===== config.mk =====
export PLATFORM = sky130hd
export DESIGN_NAME = umcl_top
export DESIGN_NICKNAME = d
export VERILOG_FILES = /design/src/umcl_pkg.sv /design/src/umcl_flow.sv /design/src/umcl_irq.sv /design/src/umcl_top.sv
export VERILOG_INCLUDE_DIRS = /design/src
export SDC_FILE = /design/constraint.sdc
export NUM_CORES = 1
export LEC_CHECK = 0
export BUFFER_PORTS_ARGS = -buffer_cell sky130_fd_sc_hd__buf_2
export CORE_ASPECT_RATIO = 1.25
export CORE_MARGIN = 5
export CORE_UTILIZATION = 31
export CTS_CLUSTER_DIAMETER = 150
export CTS_CLUSTER_SIZE = 16
export DETAILED_ROUTE_END_ITERATION = 6
export GPL_ROUTABILITY_DRIVEN = 1
export HOLD_SLACK_MARGIN = 0.15
export SYNTH_ARGS = -nofsm -noshare
export SYNTH_HDL_FRONTEND = slang
export SYNTH_SLANG_ARGS = --single-unit

===== constraint.sdc =====
create_clock -name CLK -period 2.1 [get_ports CLK]
set_input_delay 0.105 -clock CLK [delete_from_list [all_inputs] [get_ports CLK]]
set_output_delay 0.105 -clock CLK [all_outputs]
set_load 0.02 [all_outputs]

===== src/umcl_defs.svh =====
`ifndef UMCL_DEFS_SVH
`define UMCL_DEFS_SVH

// ----------------------------------------------------------------
// Register word offsets
// ----------------------------------------------------------------
`define UMCL_OFF_MCTL      3'h0
`define UMCL_OFF_LSTAT     3'h1
`define UMCL_OFF_INT_STAT  3'h2
`define UMCL_OFF_INT_CLR   3'h3
`define UMCL_OFF_INT_EN    3'h4

// ----------------------------------------------------------------
// Field positions
// ----------------------------------------------------------------
`define UMCL_MCTL_DTR      0
`define UMCL_MCTL_RTS      1
`define UMCL_MCTL_AUTOFLOW 5
`define UMCL_LSTAT_TEMT    6
`define UMCL_LSTAT_FERR    7
`define UMCL_INT_TEMT      0
`define UMCL_INT_FERR      1

// ----------------------------------------------------------------
// Masks and reset values
// ----------------------------------------------------------------
`define UMCL_MCTL_WMASK    8'h3F
`define UMCL_MCTL_RESET    8'h00
`define UMCL_INT_RESET     2'h0
`define UMCL_NUM_EVENTS    2

`endif


===== src/umcl_pkg.sv =====
package umcl_pkg;

    // ----------------------------------------------------------------
    // Bus carriers
    // ----------------------------------------------------------------
    typedef struct packed {
        logic [2:0]  address;
        logic        read;
        logic        write;
        logic [31:0] writedata;
    } umcl_avs_req_s;

    typedef struct packed {
        logic [31:0] readdata;
        logic        waitrequest;
    } umcl_avs_rsp_s;

    // ----------------------------------------------------------------
    // Flow configurations
    // ----------------------------------------------------------------
    typedef enum logic [1:0] {
        UMCL_FLOW_OFF,
        UMCL_FLOW_CTS,
        UMCL_FLOW_RTS_CTS
    } umcl_flow_e;

    // ----------------------------------------------------------------
    // Module state
    // ----------------------------------------------------------------
    typedef struct packed {
        logic [7:0]  mctl;
        logic        ferr;
        logic        temt;
        logic        rts_n;
        logic        dtr_n;
        logic        ack;
        logic [31:0] rdata;
    } umcl_top_s;

    typedef struct packed {
        logic [1:0] status;
        logic [1:0] enable;
        logic       irq;
    } umcl_irq_s;

endpackage : umcl_pkg


===== src/umcl_flow.sv =====
`timescale 1ns/1ps
`include "umcl_defs.svh"

module umcl_flow
    import umcl_pkg::*;
(
    // Control bits
    input  wire logic        auto_flow_enable,
    input  wire logic        rts_bit,
    // Line side
    input  wire logic        cts_n,
    input  wire logic        rx_above,
    // Results
    output umcl_pkg::umcl_flow_e mode,
    output logic             tx_start_ok,
    output logic             rts_n_next
);
    import umcl_pkg::*;

    // ----------------------------------------------------------------
    // Flow decode
    // ----------------------------------------------------------------
    always_comb begin
        if (auto_flow_enable && rts_bit) begin
            mode = UMCL_FLOW_RTS_CTS;
        end else if (auto_flow_enable) begin
            mode = UMCL_FLOW_CTS;
        end else begin
            mode = UMCL_FLOW_OFF;
        end
    end

    assign tx_start_ok = (mode == UMCL_FLOW_OFF) || !cts_n;

    assign rts_n_next = !(rts_bit && !((mode == UMCL_FLOW_RTS_CTS) && rx_above));

endmodule : umcl_flow


===== src/umcl_irq.sv =====
`timescale 1ns/1ps
`include "umcl_defs.svh"

module umcl_irq
    import umcl_pkg::*;
(
    // Clock and reset
    input  wire logic       clk,
    input  wire logic       reset,
    // Events and software access
    input  wire logic [1:0] event_set,
    input  wire logic       clr_wr,
    input  wire logic       en_wr,
    input  wire logic [1:0] wdata,
    // Results
    output logic [1:0]      status,
    output logic [1:0]      enable,
    output logic            irq
);
    import umcl_pkg::*;

    umcl_irq_s st_reg;
    umcl_irq_s st_next;
    logic [1:0] stat_next;

    // ----------------------------------------------------------------
    // Sticky status, set wins over clear
    // ----------------------------------------------------------------
    genvar i;
    generate
        for (i = 0; i < `UMCL_NUM_EVENTS; i++) begin : g_bit
            assign stat_next[i] = event_set[i] || (st_reg.status[i] && !(clr_wr && wdata[i]));
        end
    endgenerate

    always_comb begin
        st_next        = st_reg;
        st_next.status = stat_next;
        if (en_wr) begin
            st_next.enable = wdata;
        end
        st_next.irq    = |(stat_next & st_next.enable);
    end

    always_ff @(posedge clk) begin
        if (reset) begin
            st_reg <= '{status: `UMCL_INT_RESET, enable: `UMCL_INT_RESET, irq: 1'b0};
        end else begin
            st_reg <= st_next;
        end
    end

    assign status = st_reg.status;
    assign enable = st_reg.enable;
    assign irq    = st_reg.irq;

endmodule : umcl_irq


===== src/umcl_top.sv =====
// Implementation choices: the register offsets and register access over Avalon-MM.
`timescale 1ns/1ps
`include "umcl_defs.svh"

// Contract
// - Request bit 0 drives request output high; bit 1 drives it low.
// - Ready bit 0 drives terminal-ready output high; bit 1 drives it low.
// - Auto-flow on with request bit set runs automatic request and clear.
// - Auto-flow on with request bit clear runs automatic clear only.
// - Auto-flow off disables both automatic modes regardless of request bit.
// - Status bit 7 set while an errored character sits in receive FIFO.
// - Reading line status clears the receive FIFO error flag.
// - Non-FIFO mode: bit 6 set when holding and shift registers empty.
// - Bit 6 cleared while holding or shift register holds a character.
// - FIFO mode: bit 6 set only when transmit FIFO and shifter empty.
// - Control bit 5 is auto-flow enable, combined with bit 1.
module umcl_top
    import umcl_pkg::*;
(
    // Clock and reset
    input  wire logic        CLK,
    input  wire logic        RESET,
    // Avalon-MM slave
    input  wire logic [2:0]  AVS_ADDRESS,
    input  wire logic        AVS_READ,
    input  wire logic        AVS_WRITE,
    input  wire logic [31:0] AVS_WRITEDATA,
    output logic [31:0]      AVS_READDATA,
    output logic             AVS_WAITREQUEST,
    // Modem lines
    input  wire logic        CTS_N,
    output logic             RTS_N,
    output logic             DTR_N,
    // Transmit side of the unit
    input  wire logic        FIFO_MODE,
    input  wire logic        TX_HOLD_EMPTY,
    input  wire logic        TX_SHIFT_EMPTY,
    input  wire logic        TX_FIFO_EMPTY,
    output logic             TX_START_OK,
    // Receive side of the unit
    input  wire logic        RX_ERR_PUSH,
    input  wire logic        RX_ERR_PRESENT,
    input  wire logic        RX_ABOVE_TRIGGER,
    // Interrupt
    output logic             IRQ
);
    import umcl_pkg::*;

    // ----------------------------------------------------------------
    // State and wiring
    // ----------------------------------------------------------------
    umcl_top_s     st_reg;
    umcl_top_s     st_next;
    umcl_avs_req_s req;
    umcl_avs_rsp_s rsp;
    umcl_flow_e    flow_mode;
    logic          rts_n_next;
    logic          done;
    logic          lstat_rd;
    logic          temt_now;
    logic          temt_rise;
    logic          ferr_rise;
    logic [1:0]    int_status;
    logic [1:0]    int_enable;
    logic [7:0]    lstat_value;

    assign req = '{address: AVS_ADDRESS, read: AVS_READ, write: AVS_WRITE,
                   writedata: AVS_WRITEDATA};

    // ----------------------------------------------------------------
    // Bus handshake: one wait cycle per access
    // ----------------------------------------------------------------
    assign done   = st_reg.ack && (req.read || req.write);
    assign lstat_rd = done && req.read && (req.address == `UMCL_OFF_LSTAT);

    assign rsp.waitrequest = (req.read || req.write) && !st_reg.ack;
    assign rsp.readdata    = st_reg.rdata;

    // ----------------------------------------------------------------
    // Flow control
    // ----------------------------------------------------------------
    umcl_flow u_flow (
        .auto_flow_enable (st_reg.mctl[`UMCL_MCTL_AUTOFLOW]),
        .rts_bit          (st_reg.mctl[`UMCL_MCTL_RTS]),
        .cts_n       (CTS_N),
        .rx_above    (RX_ABOVE_TRIGGER),
        .mode        (flow_mode),
        .tx_start_ok (TX_START_OK),
        .rts_n_next  (rts_n_next)
    );

    // ----------------------------------------------------------------
    // Transmitter empty source
    // ----------------------------------------------------------------
    always_comb begin
        if (FIFO_MODE) begin
            temt_now = TX_FIFO_EMPTY && TX_SHIFT_EMPTY;
        end else begin
            temt_now = TX_HOLD_EMPTY && TX_SHIFT_EMPTY;
        end
    end

    assign lstat_value = {st_reg.ferr, st_reg.temt, 6'h00};

    // ----------------------------------------------------------------
    // Interrupts
    // ----------------------------------------------------------------
    assign temt_rise = st_next.temt && !st_reg.temt;
    assign ferr_rise = st_next.ferr && !st_reg.ferr;

    umcl_irq u_irq (
        .clk       (CLK),
        .reset     (RESET),
        .event_set ({ferr_rise, temt_rise}),
        .clr_wr    (done && req.write && (req.address == `UMCL_OFF_INT_CLR)),
        .en_wr     (done && req.write && (req.address == `UMCL_OFF_INT_EN)),
        .wdata     (req.writedata[1:0]),
        .status    (int_status),
        .enable    (int_enable),
        .irq       (IRQ)
    );

    // ----------------------------------------------------------------
    // Next state
    // ----------------------------------------------------------------
    always_comb begin
        st_next     = st_reg;
        st_next.ack = (req.read || req.write) && !st_reg.ack;
        if (done && req.write && (req.address == `UMCL_OFF_MCTL)) begin
            st_next.mctl = req.writedata[7:0] & `UMCL_MCTL_WMASK;
        end
        if (req.read && !st_reg.ack) begin
            if (req.address == `UMCL_OFF_MCTL) begin
                st_next.rdata = {24'h000000, st_reg.mctl};
            end else if (req.address == `UMCL_OFF_LSTAT) begin
                st_next.rdata = {24'h000000, lstat_value};
            end else if (req.address == `UMCL_OFF_INT_STAT) begin
                st_next.rdata = {30'h00000000, int_status};
            end else if (req.address == `UMCL_OFF_INT_EN) begin
                st_next.rdata = {30'h00000000, int_enable};
            end else begin
                st_next.rdata = 32'h00000000;
            end
        end
        st_next.ferr  = RX_ERR_PUSH || (RX_ERR_PRESENT && st_reg.ferr && !lstat_rd);
        st_next.temt  = temt_now;
        st_next.rts_n = rts_n_next;
        st_next.dtr_n = !st_reg.mctl[`UMCL_MCTL_DTR];
    end

    always_ff @(posedge CLK) begin
        if (RESET) begin
            st_reg <= '{mctl: `UMCL_MCTL_RESET, ferr: 1'b0, temt: 1'b1, rts_n: 1'b1,
                        dtr_n: 1'b1, ack: 1'b0, rdata: 32'h00000000};
        end else begin
            st_reg <= st_next;
        end
    end

    // ----------------------------------------------------------------
    // Outputs
    // ----------------------------------------------------------------
    assign AVS_READDATA    = rsp.readdata;
    assign AVS_WAITREQUEST = rsp.waitrequest;
    assign RTS_N           = st_reg.rts_n;
    assign DTR_N           = st_reg.dtr_n;

    // ----------------------------------------------------------------
    // Assertions
    // ----------------------------------------------------------------
    // request output level
    rts_manual_a: assert property (@(posedge CLK) disable iff (RESET)
        (!st_reg.mctl[`UMCL_MCTL_AUTOFLOW]) |=> (RTS_N == !$past(st_reg.mctl[`UMCL_MCTL_RTS])))
        else $error("request output does not follow control bit");

    dtr_level_a: assert property (@(posedge CLK) disable iff (RESET)
        ##1 (DTR_N == !$past(st_reg.mctl[`UMCL_MCTL_DTR])))
        else $error("terminal-ready output does not follow control bit");

    flow_both_a: assert property (@(posedge CLK) disable iff (RESET)
        (st_reg.mctl[`UMCL_MCTL_AUTOFLOW] && st_reg.mctl[`UMCL_MCTL_RTS] && RX_ABOVE_TRIGGER)
        |=> RTS_N)
        else $error("automatic request mode did not raise request output");

    flow_cts_a: assert property (@(posedge CLK) disable iff (RESET)
        (st_reg.mctl[`UMCL_MCTL_AUTOFLOW] && !st_reg.mctl[`UMCL_MCTL_RTS])
        |-> (flow_mode == UMCL_FLOW_CTS) && (TX_START_OK == !CTS_N))
        else $error("clear-only mode wrong");

    flow_off_a: assert property (@(posedge CLK) disable iff (RESET)
        !st_reg.mctl[`UMCL_MCTL_AUTOFLOW] |-> TX_START_OK && (flow_mode == UMCL_FLOW_OFF))
        else $error("automatic modes active while disabled");

    ferr_set_a: assert property (@(posedge CLK) disable iff (RESET)
        RX_ERR_PUSH |=> st_reg.ferr ##1 (lstat_value[`UMCL_LSTAT_FERR] || !RX_ERR_PUSH))
        else $error("receive error flag not set");

    ferr_clear_a: assert property (@(posedge CLK) disable iff (RESET)
        (lstat_rd && !RX_ERR_PUSH) |=> !st_reg.ferr)
        else $error("receive error flag survived status read");

    temt_plain_a: assert property (@(posedge CLK) disable iff (RESET)
        (!FIFO_MODE && TX_HOLD_EMPTY && TX_SHIFT_EMPTY) |=> lstat_value[`UMCL_LSTAT_TEMT])
        else $error("empty flag not set in non-FIFO mode");

    temt_busy_a: assert property (@(posedge CLK) disable iff (RESET)
        (!TX_SHIFT_EMPTY || (!FIFO_MODE && !TX_HOLD_EMPTY)) |=> !st_reg.temt)
        else $error("empty flag set while a character is held");

    temt_fifo_a: assert property (@(posedge CLK) disable iff (RESET)
        (FIFO_MODE && !TX_FIFO_EMPTY) |=> !st_reg.temt)
        else $error("empty flag set with transmit FIFO not empty");

    cts_hold_a: assert property (@(posedge CLK) disable iff (RESET)
        (st_reg.mctl[`UMCL_MCTL_AUTOFLOW] && CTS_N) |-> !TX_START_OK)
        else $error("transmit allowed while clear input deasserted");

    // Bus answer timing
    bus_wait_a: assert property (@(posedge CLK) disable iff (RESET)
        ($rose(AVS_READ) || $rose(AVS_WRITE)) |-> AVS_WAITREQUEST ##1 !AVS_WAITREQUEST)
        else $error("bus answer not after one wait cycle");

    // Interrupt level
    irq_level_a: assert property (@(posedge CLK) disable iff (RESET)
        ##1 (IRQ == |($past(int_status) & $past(int_enable)) || IRQ == |(int_status & int_enable)))
        else $error("interrupt output inconsistent with status and enable");

endmodule : umcl_top


# --- Word-level counts from Yosys, hierarchy flattened ---
# Cells that the tools add are included.
totals:
  output_inout_bits: 37
  inputBits: 47
  register_bits: 48
  word_cells: 64
op_classes:
  bitwise: 1
  n_reduce_logical: 40
  muxes: 8
  n_eq_ne: 5
op_table:
  columns: ["cell", "count"]
  rows:
  - ["$logic_and A1 B1 Y1", 22]
  - ["$mux W8", 2]
  - ["$logic_not A1 Y1", 10]
  - ["$mux W2", 4]
  - ["$eq A3 B2 Y1 const B", 2]
  - ["$logic_or A1 B1 Y1", 5]
  - ["$eq A3 B1 Y1 const B", 1]
  - ["$eq A3 B3 Y1 const B", 1]
  - ["$logic_not A3 Y1", 1]
  - ["$and A2 B2 Y2", 1]
  - ["$eq A2 B2 Y1 const B", 1]
  - ["$logic_not A2 Y1", 1]
  - ["$mux W1", 2]
  - ["$reduce_or A2 Y1", 1]

# --- Longest topological paths before layout ---
# Gate-level depths: netlist of the first run.
logic_depth:
  word_depth: 11
  ltp_mapped: 6
  depth_no_buf: 4

# --- By module ---
# From an unflattened synthesis of the first run, not the netlist that was laid out.
unflattened:
  cells_unflattened: 148
  hier_area_um2: 1300.0
by_module_without_submodules:
  columns: ["mod", "seq_area_each_um2", "n_inst", "area_each_um2", "cells_per_inst"]
  rows:
  - ["umcl_top", 380.4, 1, 1102.3, 127]
  - ["umcl_irq", 100.1, 1, 167.7, 17]
  - ["umcl_flow", 0.0, 1, 30.0, 4]

# --- Least setup slack after synthesis of the first run ---
# OpenSTA, ideal clock, no wires.
synth_path:
  path_kind: "flip-flop to flip-flop"
  from: "reg st_reg[32] (netlist name)"
  to: "reg st_reg (netlist bit AVS_READDATA[3])"
  setup_slack_ns: 1.014
  arrival_time_ns: 1.021
  path_buffers: 2
  synth_period_minus_slack_ns: 1.086
  t_required_ns: 2.035
  setup_time_ns: 0.065
  path_stages_with_launch: 7
  path_cell_list: "dfxtp_1 buf_6 nand2b_4 buf_6 nor4_4 a22oi_1 nor2_1"
synth_via:
  elab_chain_len: 2
synth_lines:
  columns: ["element", "line_no", "source"]
  rows:
  - ["start, declared", "umcl_top.sv:52", "umcl_top_s st_reg;"]
  - ["start signal, assigned", "umcl_top.sv:153", "st_reg <= '{mctl: `UMCL_MCTL_RESET, ferr: 1'b0, temt: 1'b1, rts_n: 1'b1,"]
  - ["start signal, assigned", "umcl_top.sv:156", "st_reg <= st_next;"]
  - ["$logic_not A1 Y1", "umcl_top.sv:132", "if (req.read && !st_reg.ack) begin"]
  - ["$logic_and A1 B1 Y1", "umcl_top.sv:132", null]
# Every way passes these cells.
# A chain may end at the register's enable or synchronous reset.

# --- Final worst setup path of the first run ---
layout_path:
  from: "reg st_reg[32] (netlist name)"
  to: "reg st_reg (netlist bit lstat_value[7])"
layout_via:
  elab_chain_len: 6
layout_lines:
  columns: ["element", "line_no", "source"]
  rows:
  - ["$logic_and A1 B1 Y1", "umcl_top.sv:73", "assign done = st_reg.ack && (req.read || req.write);"]
  - ["$logic_and A1 B1 Y1 (2 in a row)", "umcl_top.sv:74", "assign lstat_rd = done && req.read && (req.address == `UMCL_OFF_LSTAT);"]
  - ["$logic_not A1 Y1", "umcl_top.sv:145", "st_next.ferr = RX_ERR_PUSH || (RX_ERR_PRESENT && st_reg.ferr && !lstat_rd);"]
  - ["$logic_and A1 B1 Y1", "umcl_top.sv:145", null]
  - ["$logic_or A1 B1 Y1", "umcl_top.sv:145", null]
# Every way passes these cells.

==> impl_results.md, run 1 <==
- Outcome: completed
- Top_reg_cell synth: dfxtp_1
- Max reg flops: 8
- Reg area: a little under 500 µm²
- Worst-path clk slew: approximately 0.08 ns
- Worst-Skew Late Latency: ~0.27 ns
- Post-DP HPWL: ~1800 µm
- Antenna-violating nets left: 0
- Hold Crit Start: TX_HOLD_EMPTY
- Global route total overflow: 0
- Worst Setup SP: st_reg[32]
- Synth area leaders: dfxtp_1 (38%), buf_4 (19%), mux2i_1 (7.9%)
- Cell accounting for the most synthesized area: dfxtp_1
- DP Area: between 1000 and 1500 µm²
- Worst r2r path cells: 4
- Total track usage: 0.0899
- Starting Density: 0.314
- DRC violations left: 0
- Register area share after synthesis: 0.379
- Max-cap viol count: 0
- RD Place Congestion: roughly 0.72
- Max clock buf depth: 2
- TritonCTS clock tree: built
- Setup repair after global routing missed its margin: no
- Final setup skew: about 0.0032 ns
- Max Slew Vio Count: 0
- Layout area overhead: 16.3%
- Core Footprint: just over 4000 µm²
- Worst r2r dst: lstat_value[7]
- Final wirelength: about 2400 µm
- Power Dens Cells: a little under 700 nW/µm²
- CTS H-tree depth: 1
- PortBufs: 33
- Post-CTS Setup Inserts: 0
- Post-synth ARST share: 0
- Synth top cells by count: buf_4 (32), dfxtp_1 (24), nor2_1 (17)
- Layout cells sized above 1: 0.254
- Vias in the first global route: 864
- Post-synth EDFFs: 0
- Synth unique cells: 28
- Syn Inst Count: ~140
- Worst EP required: between 2 and 2.5 ns
- Clock Sinks: 24
- ANT cells: 0
- Final Setup Violations: 0
- Worst Setup EP: lstat_value[7]
- Multi-input gate area: a little under 600 µm²
- # rows: 26
- Max Clk Rate: approximately 670 MHz
- Post-layout min period: 1.48 ns
- Leakage: between 0.7 and 0.8 nW
- Yosys synthesis warning count: 0
- Pre-antenna DRT Iters: 4
- Share of the synthesized area in the top cell type: 0.379
- Post-synthesis average cell area: around 9.3 µm²
- DR WL/cell: roughly 11 µm
- Die width: around 67 µm
- R2r startpoint: st_reg[32]
- Die area: between 5000 and 6000 µm²
- Cell with the most instances after synthesis: buf_4
- Vias: roughly 900
- Synth Register Bits: 24
- Synth Cell Area: around 1300 µm²
- Maximum number of pins on one net before global-route repair: 26
- Final hold violation count: 0
- CP Max Fanout: 9
- Final nets: roughly 220
- Final period utilization: 0.706
- Die height: 81.5 µm
- Layout filler cell count: 425
- Post-route cell area: 1470 µm²
- CP Capture Type: flip-flop
- WP data arrival: 1.64 ns
- Kind of critical path: flip-flop to flip-flop
- First-pass GRT wire length: 3750 µm
- CTS buffer count: 3
- Io pins: 84
- Hold Crit Class: input port to flip-flop
- Via/cell ratio: slightly above 4
- CTS root buffer: clkbuf_8
- Final setup TNS: 0 ns
- Initial DRC count: 15
- Crit start category: flip-flop
- Peak supply drop: ~0.26 mV
- Initial antenna violation count: 0
- Reg2Reg Setup Slack: 0.62 ns
==> how the worst min path moves through the flow <==
| stage | depth (start not counted) | end |
|---|---|---|
| 2_1_floorplan | 1 | u_irq.status[1] |
| 3_3_place_gp | 3 | RTS_N |
| 3_5_place_dp | 3 | RTS_N |
| 4_1_cts | 4 | lstat_value[6] |
| 5_1_grt | 3 | st_reg[32] |
| 6_report | 4 | lstat_value[6] |
==> cells by family (layout without fill, tap and decap cells) <==
family	after synthesis	after routing	synth area share
buffers and inverters	40	49	0.232
muxes	11	11	0.0879
and+or+nand+nor	46	46	0.220
AOI/OAI and AO/OA	15	15	0.0780
DFF	24	24	0.379
other	1	24	0.00296
==> where the power goes <==
part / internal [mW] / switching [mW]
logic: 0.0474 / 0.0876
clock network: 0.255 / 0.146
registers: 0.464 / 0.00819
total: 0.766 / 0.242
==> layout by cell type, fill, tap and decap left out <==
master and n:
dlygate4sd3_1 10, clkbuf_8 3, a22oi_1 6, nor3_1 1, nand4_1 2, bufinv_16 1, conb_1 24, nand2b_1 6
dfxtp_1 24, o32a_1 1, nand4b_2 1, mux2i_1 10, nand2b_4 1, nor3b_2 1, mux2_1 1, nand3_1 4
nand2_1 5, nand3b_1 3, a21oi_1 3, nor2_1 17, nor2_4 1, nor4_4 1, inv_1 2, nand4_2 1
o2bb2ai_1 1, nor2b_1 2, buf_2 33, o21ai_0 4
==> area by class of cell <==
class / count / share of cell area
clock buffers: 3 / 0.0280
flip-flops and latches: 24 / 0.326
well taps: 56 / 0.0475
clock inverters: 1 / 0.0204
repair buffers: 43 / 0.180
multi-input cells: 96 / 0.393
inverters: 2 / 0.00509
==> worst max-delay path, cell delays in order (launching register included) <==
cell           delay, ns
dfxtp_1             0.53
nand3_1             0.11
nand3_1             0.10
a21oi_1             0.06
dlygate4sd3_1       0.57
==> metal layers <==
layer,GRT usage,vias to the layer above,part of all wire,routed length (µm)
li1,-,467,-,-
met1,0.0982,404,0.41,969
met2,0.164,33,0.51,1210
met3,0.0123,5,0.065,155
met4,0.0487,0,0.023,54
met5,0,-,0,0
==> through the flow <==
| stage | worst slack, ns | instances | hold slack, ns | utilization | power [mW] |
|---|---|---|---|---|---|
| final | 0.617 | 225 | 0.178 | 0.365 | 1.01 |
| after global routing | 0.520 | 225 | 0.226 | 0.365 | 1.05 |
| after CTS | 0.628 | 225 | 0.189 | 0.365 | 1.02 |
| after detailed placement | 0.837 | 211 | 0.331 | 0.323 | 0.604 |
| after global placement | 0.861 | 211 | 0.330 | 0.323 | 0.603 |
| after floorplan | 1.01 | 160 | 0.177 | - | 0.610 |
==> timing repair <==
item,CTS,global route
endpoints found under the setup margin,0,0
resized for setup,0,0
hold endpoints to repair,10,0
hold buffers,10,0
No activity file was read; power rests on OpenSTA's default activity.
==> run 2: changes to the inputs <==
clock period = 1.3 ns   (was 2.1 ns; I/O delays follow)
==> run 2 against run 1 <==
Power up 62%. Largest cell class unchanged. Combinational power up 70%. Non-clock buffer count rose by 3. Critical endpoint is now lstat_value[6]. Register-to-register slack got worse by 0.51 ns. Worst setup slack lost 0.55 ns. Die area is the same.
==> impl_results.md, run 2 (same netlist as run 1, synthesis figures left out) <==
- Starting Density: 0.314 (unchanged)
- Kind of critical path: input port to flip-flop
- Final period utilization: 0.947
- Placed insts: 212 (+0.47%)
- Via/cell ratio: 4.11 (+1.7%)
- CTS buffer count: 3 (unchanged)
- Peak supply drop: 0.524 mV (+100%)
- Reg power frac: 0.465 (-0.003)
- Initial DRC count: 9 (-6)
- Vias in the first global route: 877 (+1.5%)
- Die area: 5480 µm² (unchanged)
- Vias: 937 (+3.1%)
- Outcome: completed
- Layout cells sized above 1: 0.256 (+0.00138)
- ANT cells: 0 (unchanged)
- Crit start category: input port
- CP Max Fanout: 2 (-7)
- Max reg flops: 8 (unchanged)
- Final wirelength: 2490 µm (+4.3%)
- Layout area overhead: 18.5%
- Final setup TNS: 0 ns (unchanged)
- CTS resizes: 0 (unchanged)
- CP top delay family: buffers and inverters
- Power Dens Cells: 1090 nW/µm² (+59%)
- First-pass GRT wire length: 3780 µm (+0.93%)
- Total track usage: 0.0917 (+0.00188)
- Core Footprint: 4030 µm² (unchanged)
- Io pins: 84 (unchanged)
- Max clock buf depth: 2 (unchanged)
- Antenna-violating nets left: 0 (unchanged)
- Worst path slowest cell: dlygate4sd3_1
- Final hold violation count: 0 (unchanged)
- Final nets: 220 (+1.4%)
- Die height: 81.5 µm (unchanged)
- Initial antenna violation count: 0 (unchanged)
- Clock Sinks: 24 (unchanged)
- Max stage delay on crit path: 0.55 ns (-0.02 ns)
- Global route total overflow: 0 (unchanged)
- Most common cell after layout, fill and taps aside: buf_2
- Post-CTS Hold Buffers: 12 (+2)
- Die width: 67.2 µm (unchanged)
- CTS H-tree depth: 1 (unchanged)
- Critical path's most frequent cell: dlygate4sd3_1
- TritonCTS clock tree: built
- Part of the power in the clock network: 0.395 (-0.003)
- Non-Filler Instances: 228 (+1.3%)
- CP bufs+invs: 3 (+2)
- Max Slew Vio Count: 0 (unchanged)
- Sw Ratio: 0.239 (-0.000900)
- DRC violations left: 0 (unchanged)
- Max Clk Rate: slightly above 800 MHz
- Post-CTS Setup Inserts: 0 (unchanged)
- RD Place Congestion: 0.716 (-0.25%)
- Leakage: 0.712 nW (+1.5%)
- Commonest cells after routing, fill and taps aside: buf_2 (33), dfxtp_1 (24), conb_1 (24)
- Final Setup Violations: 0 (unchanged)
- DR WL/cell: 10.9 µm (+2.9%)
- CP Capture Type: flip-flop
- Critical Path, Cell by Cell: dlygate4sd3_1 -> buf_2 -> nand2_1 -> dlygate4sd3_1 -> nand2b_1
- CTS root buffer: clkbuf_8
- Hold Crit Class: input port to flip-flop
- PortBufs: 33 (unchanged)
- Pre-antenna DRT Iters: 4 (unchanged)
- Setup repair after global routing missed its margin: no
- Final setup skew: 0.00157 ns (-0.00162 ns)
- Sw power: 391 µW (+62%)
- Pint: 1.24 mW (+62%)
- Maximum number of pins on one net before global-route repair: 26 (unchanged)
- Max-cap viol count: 0 (unchanged)
- Post-layout min period: about 1.2 ns
- Worst-Skew Late Latency: 0.26 ns (about the same)
- Worst EP required: 1.47 ns (-0.79 ns)
- Logic gate share of total power: 0.140 (+0.006)
- WP data arrival: 1.40 ns (-0.24 ns)
- # rows: 26 (unchanged)
- Worst-path clk slew: 0.08 ns (about the same)
==> run 2: cell count changes in the layout (fill, tap and decap cells not counted), sizes merged <==
cell | before | now
dlygate4sd3 | 10 | 12
buf | 33 | 34
==> run 2: through the flow <==
stage | utilization | power [mW] | setup slack [ns] | hold slack (ns) | area [µm²]
2_1_floorplan | - | 0.985 | 0.214 | 0.137 | 1350
3_3_place_gp | 0.325 | 0.977 | 0.148 | 0.288 | 1310
3_5_place_dp | 0.325 | 0.977 | 0.112 | 0.293 | 1310
4_1_cts | 0.372 | 1.66 | 0.0777 | 0.160 | 1500
5_1_grt | 0.372 | 1.72 | 0.0118 | 0.174 | 1500
6_report | 0.372 | 1.64 | 0.0695 | 0.169 | 1500
==> run 2: worst register-to-register path: stages (launching register included) <==
cell      delay [ns]
dfxtp_1         0.45
nand4b_2        0.31
mux2i_1         0.26
nor2_1          0.05
==> run 2: area by class of cell <==
type / count / area [µm²]
clock buffer: 3 / 41.3
sequential: 24 / 480
clock inverter: 1 / 30.0
tap: 56 / 70.1
fill: 415 / 2530
inverter: 2 / 7.51
multi-input combinational: 96 / 579
timing repair buffer: 46 / 293
==> run 2: routing by layer <==
| layer | wire length (µm) | share of wire | GRT usage | vias up |
|---|---|---|---|---|
| met5 | 0 | 0 | 0 | - |
| met4 | 72 | 0.029 | 0.0609 | 0 |
| met3 | 166 | 0.067 | 0.00821 | 6 |
| met2 | 1350 | 0.54 | 0.178 | 36 |
| met1 | 903 | 0.36 | 0.0895 | 423 |
| li1 | - | - | - | 472 |
==> run 2: final timing paths <==
kind	startpoint	end	slack [ns]	cells after the start
setup reg to reg	st_reg[32]	st_reg[42]	0.11	3
hold / removal	AVS_WRITE	st_reg[32]	0.17	3
setup / recovery	TX_SHIFT_EMPTY	lstat_value[6]	0.07	5
hold reg to reg	st_reg[37]	DTR_N	0.41	1
==> run 2: power by group through the flow <==
stage	Clock, mW	Sequential, mW	Combinational (mW)
3_5_place_dp	0	0.778	0.199
6_report	0.646	0.761	0.229
4_1_cts	0.676	0.761	0.228
3_3_place_gp	0	0.778	0.198
2_1_floorplan	0	0.773	0.211
5_1_grt	0.707	0.763	0.248
==> run 3: changes to the inputs <==
CORE_UTILIZATION = 37   (was 31)
PLACE_DENSITY = 0.75   (was unset)
SKIP_LAST_GASP = 1   (was unset)
==> run 3 against run 2 <==
Die area down 14%. Highest routed layer unchanged. Design area down 4.2%. Register-to-register slack better by 0.09 ns. Combinational power down 3%. Hold slack worse by 0.016 ns. Clock skew up 0.00094 ns. Power down 13%. First-iteration DRC count up 44%. Critical path type unchanged. Clock power down 33%. Sequential power about the same. Maximum frequency up 1.3%.
==> impl_results.md, run 3 (same netlist as run 1, synthesis figures left out) <==
- Multi-input gate area: 579 µm² (unchanged)
- Kind of critical path: input port to flip-flop
- Commonest cells after routing, fill and taps aside: buf_2 (33), conb_1 (24), dfxtp_1 (23)
- Max Clk Rate: 823 MHz (+1.3%)
- Worst hold slack: 0.153 ns (-0.0160 ns)
- Max reg flops: 8 (unchanged)
- Antenna-violating nets left: 0 (unchanged)
- Final hold violation count: 0 (unchanged)
- WP data arrival: 1.38 ns (-0.02 ns)
- Max Slew Vio Count: 0 (unchanged)
- Crit start category: input port
- Final Setup Violations: 0 (unchanged)
- CP Capture Type: flip-flop
- CTS root buffer: clkbuf_8
- CP Max Fanout: 2 (unchanged)
- Final nets: 219 (-0.45%)
- Final wirelength: 2360 µm (-5.2%)
- Reg2Reg Setup Slack: 0.20 ns (+0.09 ns)
- Reg area: 482 µm² (+0.26%)
- Setup repair after global routing missed its margin: no
- Worst-Skew Late Latency: 0.26 ns (about the same)
- # rows: 23 (-12%)
- ANT cells: 0 (unchanged)
- Io pins: 84 (unchanged)
- Reg power frac: 0.539 (+0.074)
- Post-DP HPWL: approximately 1800 µm
- Initial DRC count: 13 (+4)
- Vias in the first global route: 815 (-7.1%)
- Pre-antenna DRT Iters: 4 (unchanged)
- RD Place Congestion: 0.814 (+14%)
- First-pass GRT wire length: 3590 µm (-4.9%)
- TritonCTS clock tree: built
- Die area: 4700 µm² (-14%)
- DRC violations left: 0 (unchanged)
- Post-CTS Setup Inserts: 0 (unchanged)
- Global route total overflow: 0 (unchanged)
- Vias: 936 (-0.11%)
- Met1 GRT Util: 0.105 (+0.0152)
- Most common cell after layout, fill and taps aside: buf_2
- Total track usage: 0.0949 (+0.00313)
- R2r startpoint: st_reg[32]
- Hold Crit Class: input port to flip-flop
- Worst r2r path cells: 3 (unchanged)
- PortBufs: 33 (unchanged)
- Outcome: completed
- Worst-path clk slew: 0.08 ns (about the same)
- CTS buffer count: 3 (unchanged)
- Final setup TNS: 0 ns (unchanged)
- Met3 Usage GRT: 0.0280 (+0.0198)
- Total chip power: 1.42 mW (-13%)
- Layout filler cell count: 327 (-21%)
- Worst r2r dst: st_reg[37]
- Leakage: 0.694 nW (-2.5%)
- GRT met2 Usage: 0.174 (-0.00401)
- Part of the power in the clock network: 0.304 (-0.091)
- Core Footprint: 3250 µm² (-19%)
- Max-cap viol count: 0 (unchanged)
- Post-layout min period: 1.21 ns (-0.0157 ns)
- Power Dens Cells: 984 nW/µm² (-9.7%)
- Initial antenna violation count: 0 (unchanged)
- Peak supply drop: 0.615 mV (+17%)
- CTS H-tree depth: 1 (unchanged)
- Final core occ: 0.442 (+0.0703)
- Sw power: 377 µW (-3.7%)
- Via/cell ratio: 4.52 (+10%)
- Max clock buf depth: 2 (unchanged)
- Worst EP required: 1.46 ns (about the same)
- Worst Setup EP: lstat_value[6]
- Final period utilization: 0.934 (-0.0121)
- Die width: 62.4 µm (-7.2%)
- Layout cells sized above 1: 0.259 (+0.00301)
- Pint: 1.04 mW (-17%)
- Die height: 75.4 µm (-7.4%)
- Post-route cell area: 1440 µm² (-4.2%)
- Sw Ratio: 0.266 (+0.0271)
- Worst Setup SP: TX_SHIFT_EMPTY
- Logic gate share of total power: 0.158 (+0.018)
- Starting Density: 0.390 (+0.0756)
- Layout area overhead: 13.5%
- DP Area: 1290 µm² (-1.8%)
- Final setup skew: 0.00251 ns (+0.000936 ns)
- Maximum number of pins on one net before global-route repair: 26 (unchanged)
- Clock Sinks: 24 (unchanged)
- Top Usage Layer GRT: met2
- DR WL/cell: 11.4 µm (+4.4%)
-- run 3: changes by cell type in the layout (fill, tap and decap cells not counted), sizes merged --
cell,delta
bufinv,-1
dlygate4sd3,-1
-- run 3: metrics by stage --
step           instances  worst slack [ns]
2_1_floorplan        160             0.214
3_3_place_gp         193             0.140
3_5_place_dp         193             0.106
4_1_cts              207            0.0903
5_1_grt              207            0.0161
6_report             207            0.0852
-- run 3: how the worst min path moves through the flow --
stage	from	to	slack [ns]	cells past startpoint
4_1_cts	AVS_READ	st_reg[32]	0.16	3
3_3_place_gp	RX_ABOVE_TRIGGER	RTS_N	0.29	3
6_report	AVS_READ	st_reg[32]	0.15	3
3_5_place_dp	RX_ABOVE_TRIGGER	RTS_N	0.28	3
2_1_floorplan	RESET	u_irq.status[1]	0.14	1
5_1_grt	AVS_READ	st_reg[32]	0.18	3
-- run 3: critical path, stage by stage --
cell and delay, ns:
dlygate4sd3_1 0.53, buf_2 0.12, nand2_1 0.06, dlygate4sd3_1 0.55, nand2b_1 0.05
-- run 3: area by class of cell --
cell class                 instances  area share
timing repair buffer              45       0.197
inverter                           2     0.00522
multi-input combinational         96       0.403
tap                               37      0.0322
clock buffer                       3      0.0287
sequential                        24       0.335
-- run 3: power groups by stage --
stage / registers (mW) / logic (mW) / clock network, mW
6_report: 0.762 / 0.223 / 0.430
5_1_grt: 0.765 / 0.244 / 0.475
4_1_cts: 0.761 / 0.222 / 0.438
3_5_place_dp: 0.778 / 0.196 / 0
3_3_place_gp: 0.778 / 0.194 / 0
2_1_floorplan: 0.773 / 0.211 / 0
-- run 3: what timing repair did --
| item | CTS | global route |
|---|---|---|
| hold buffers | 11 | 0 |
| setup endpoints to repair | 0 | 1 |
| endpoints found under the hold margin | 12 | 0 |
| gates resized for setup | 0 | 1 |
-- run 3: layer usage --
metal	share of wire	wire [µm]	vias to the layer above
li1	-	-	467
met5	0	0	-
met3	0.073	172	4
met1	0.39	928	435
met4	0.016	38	0
met2	0.52	1230	30
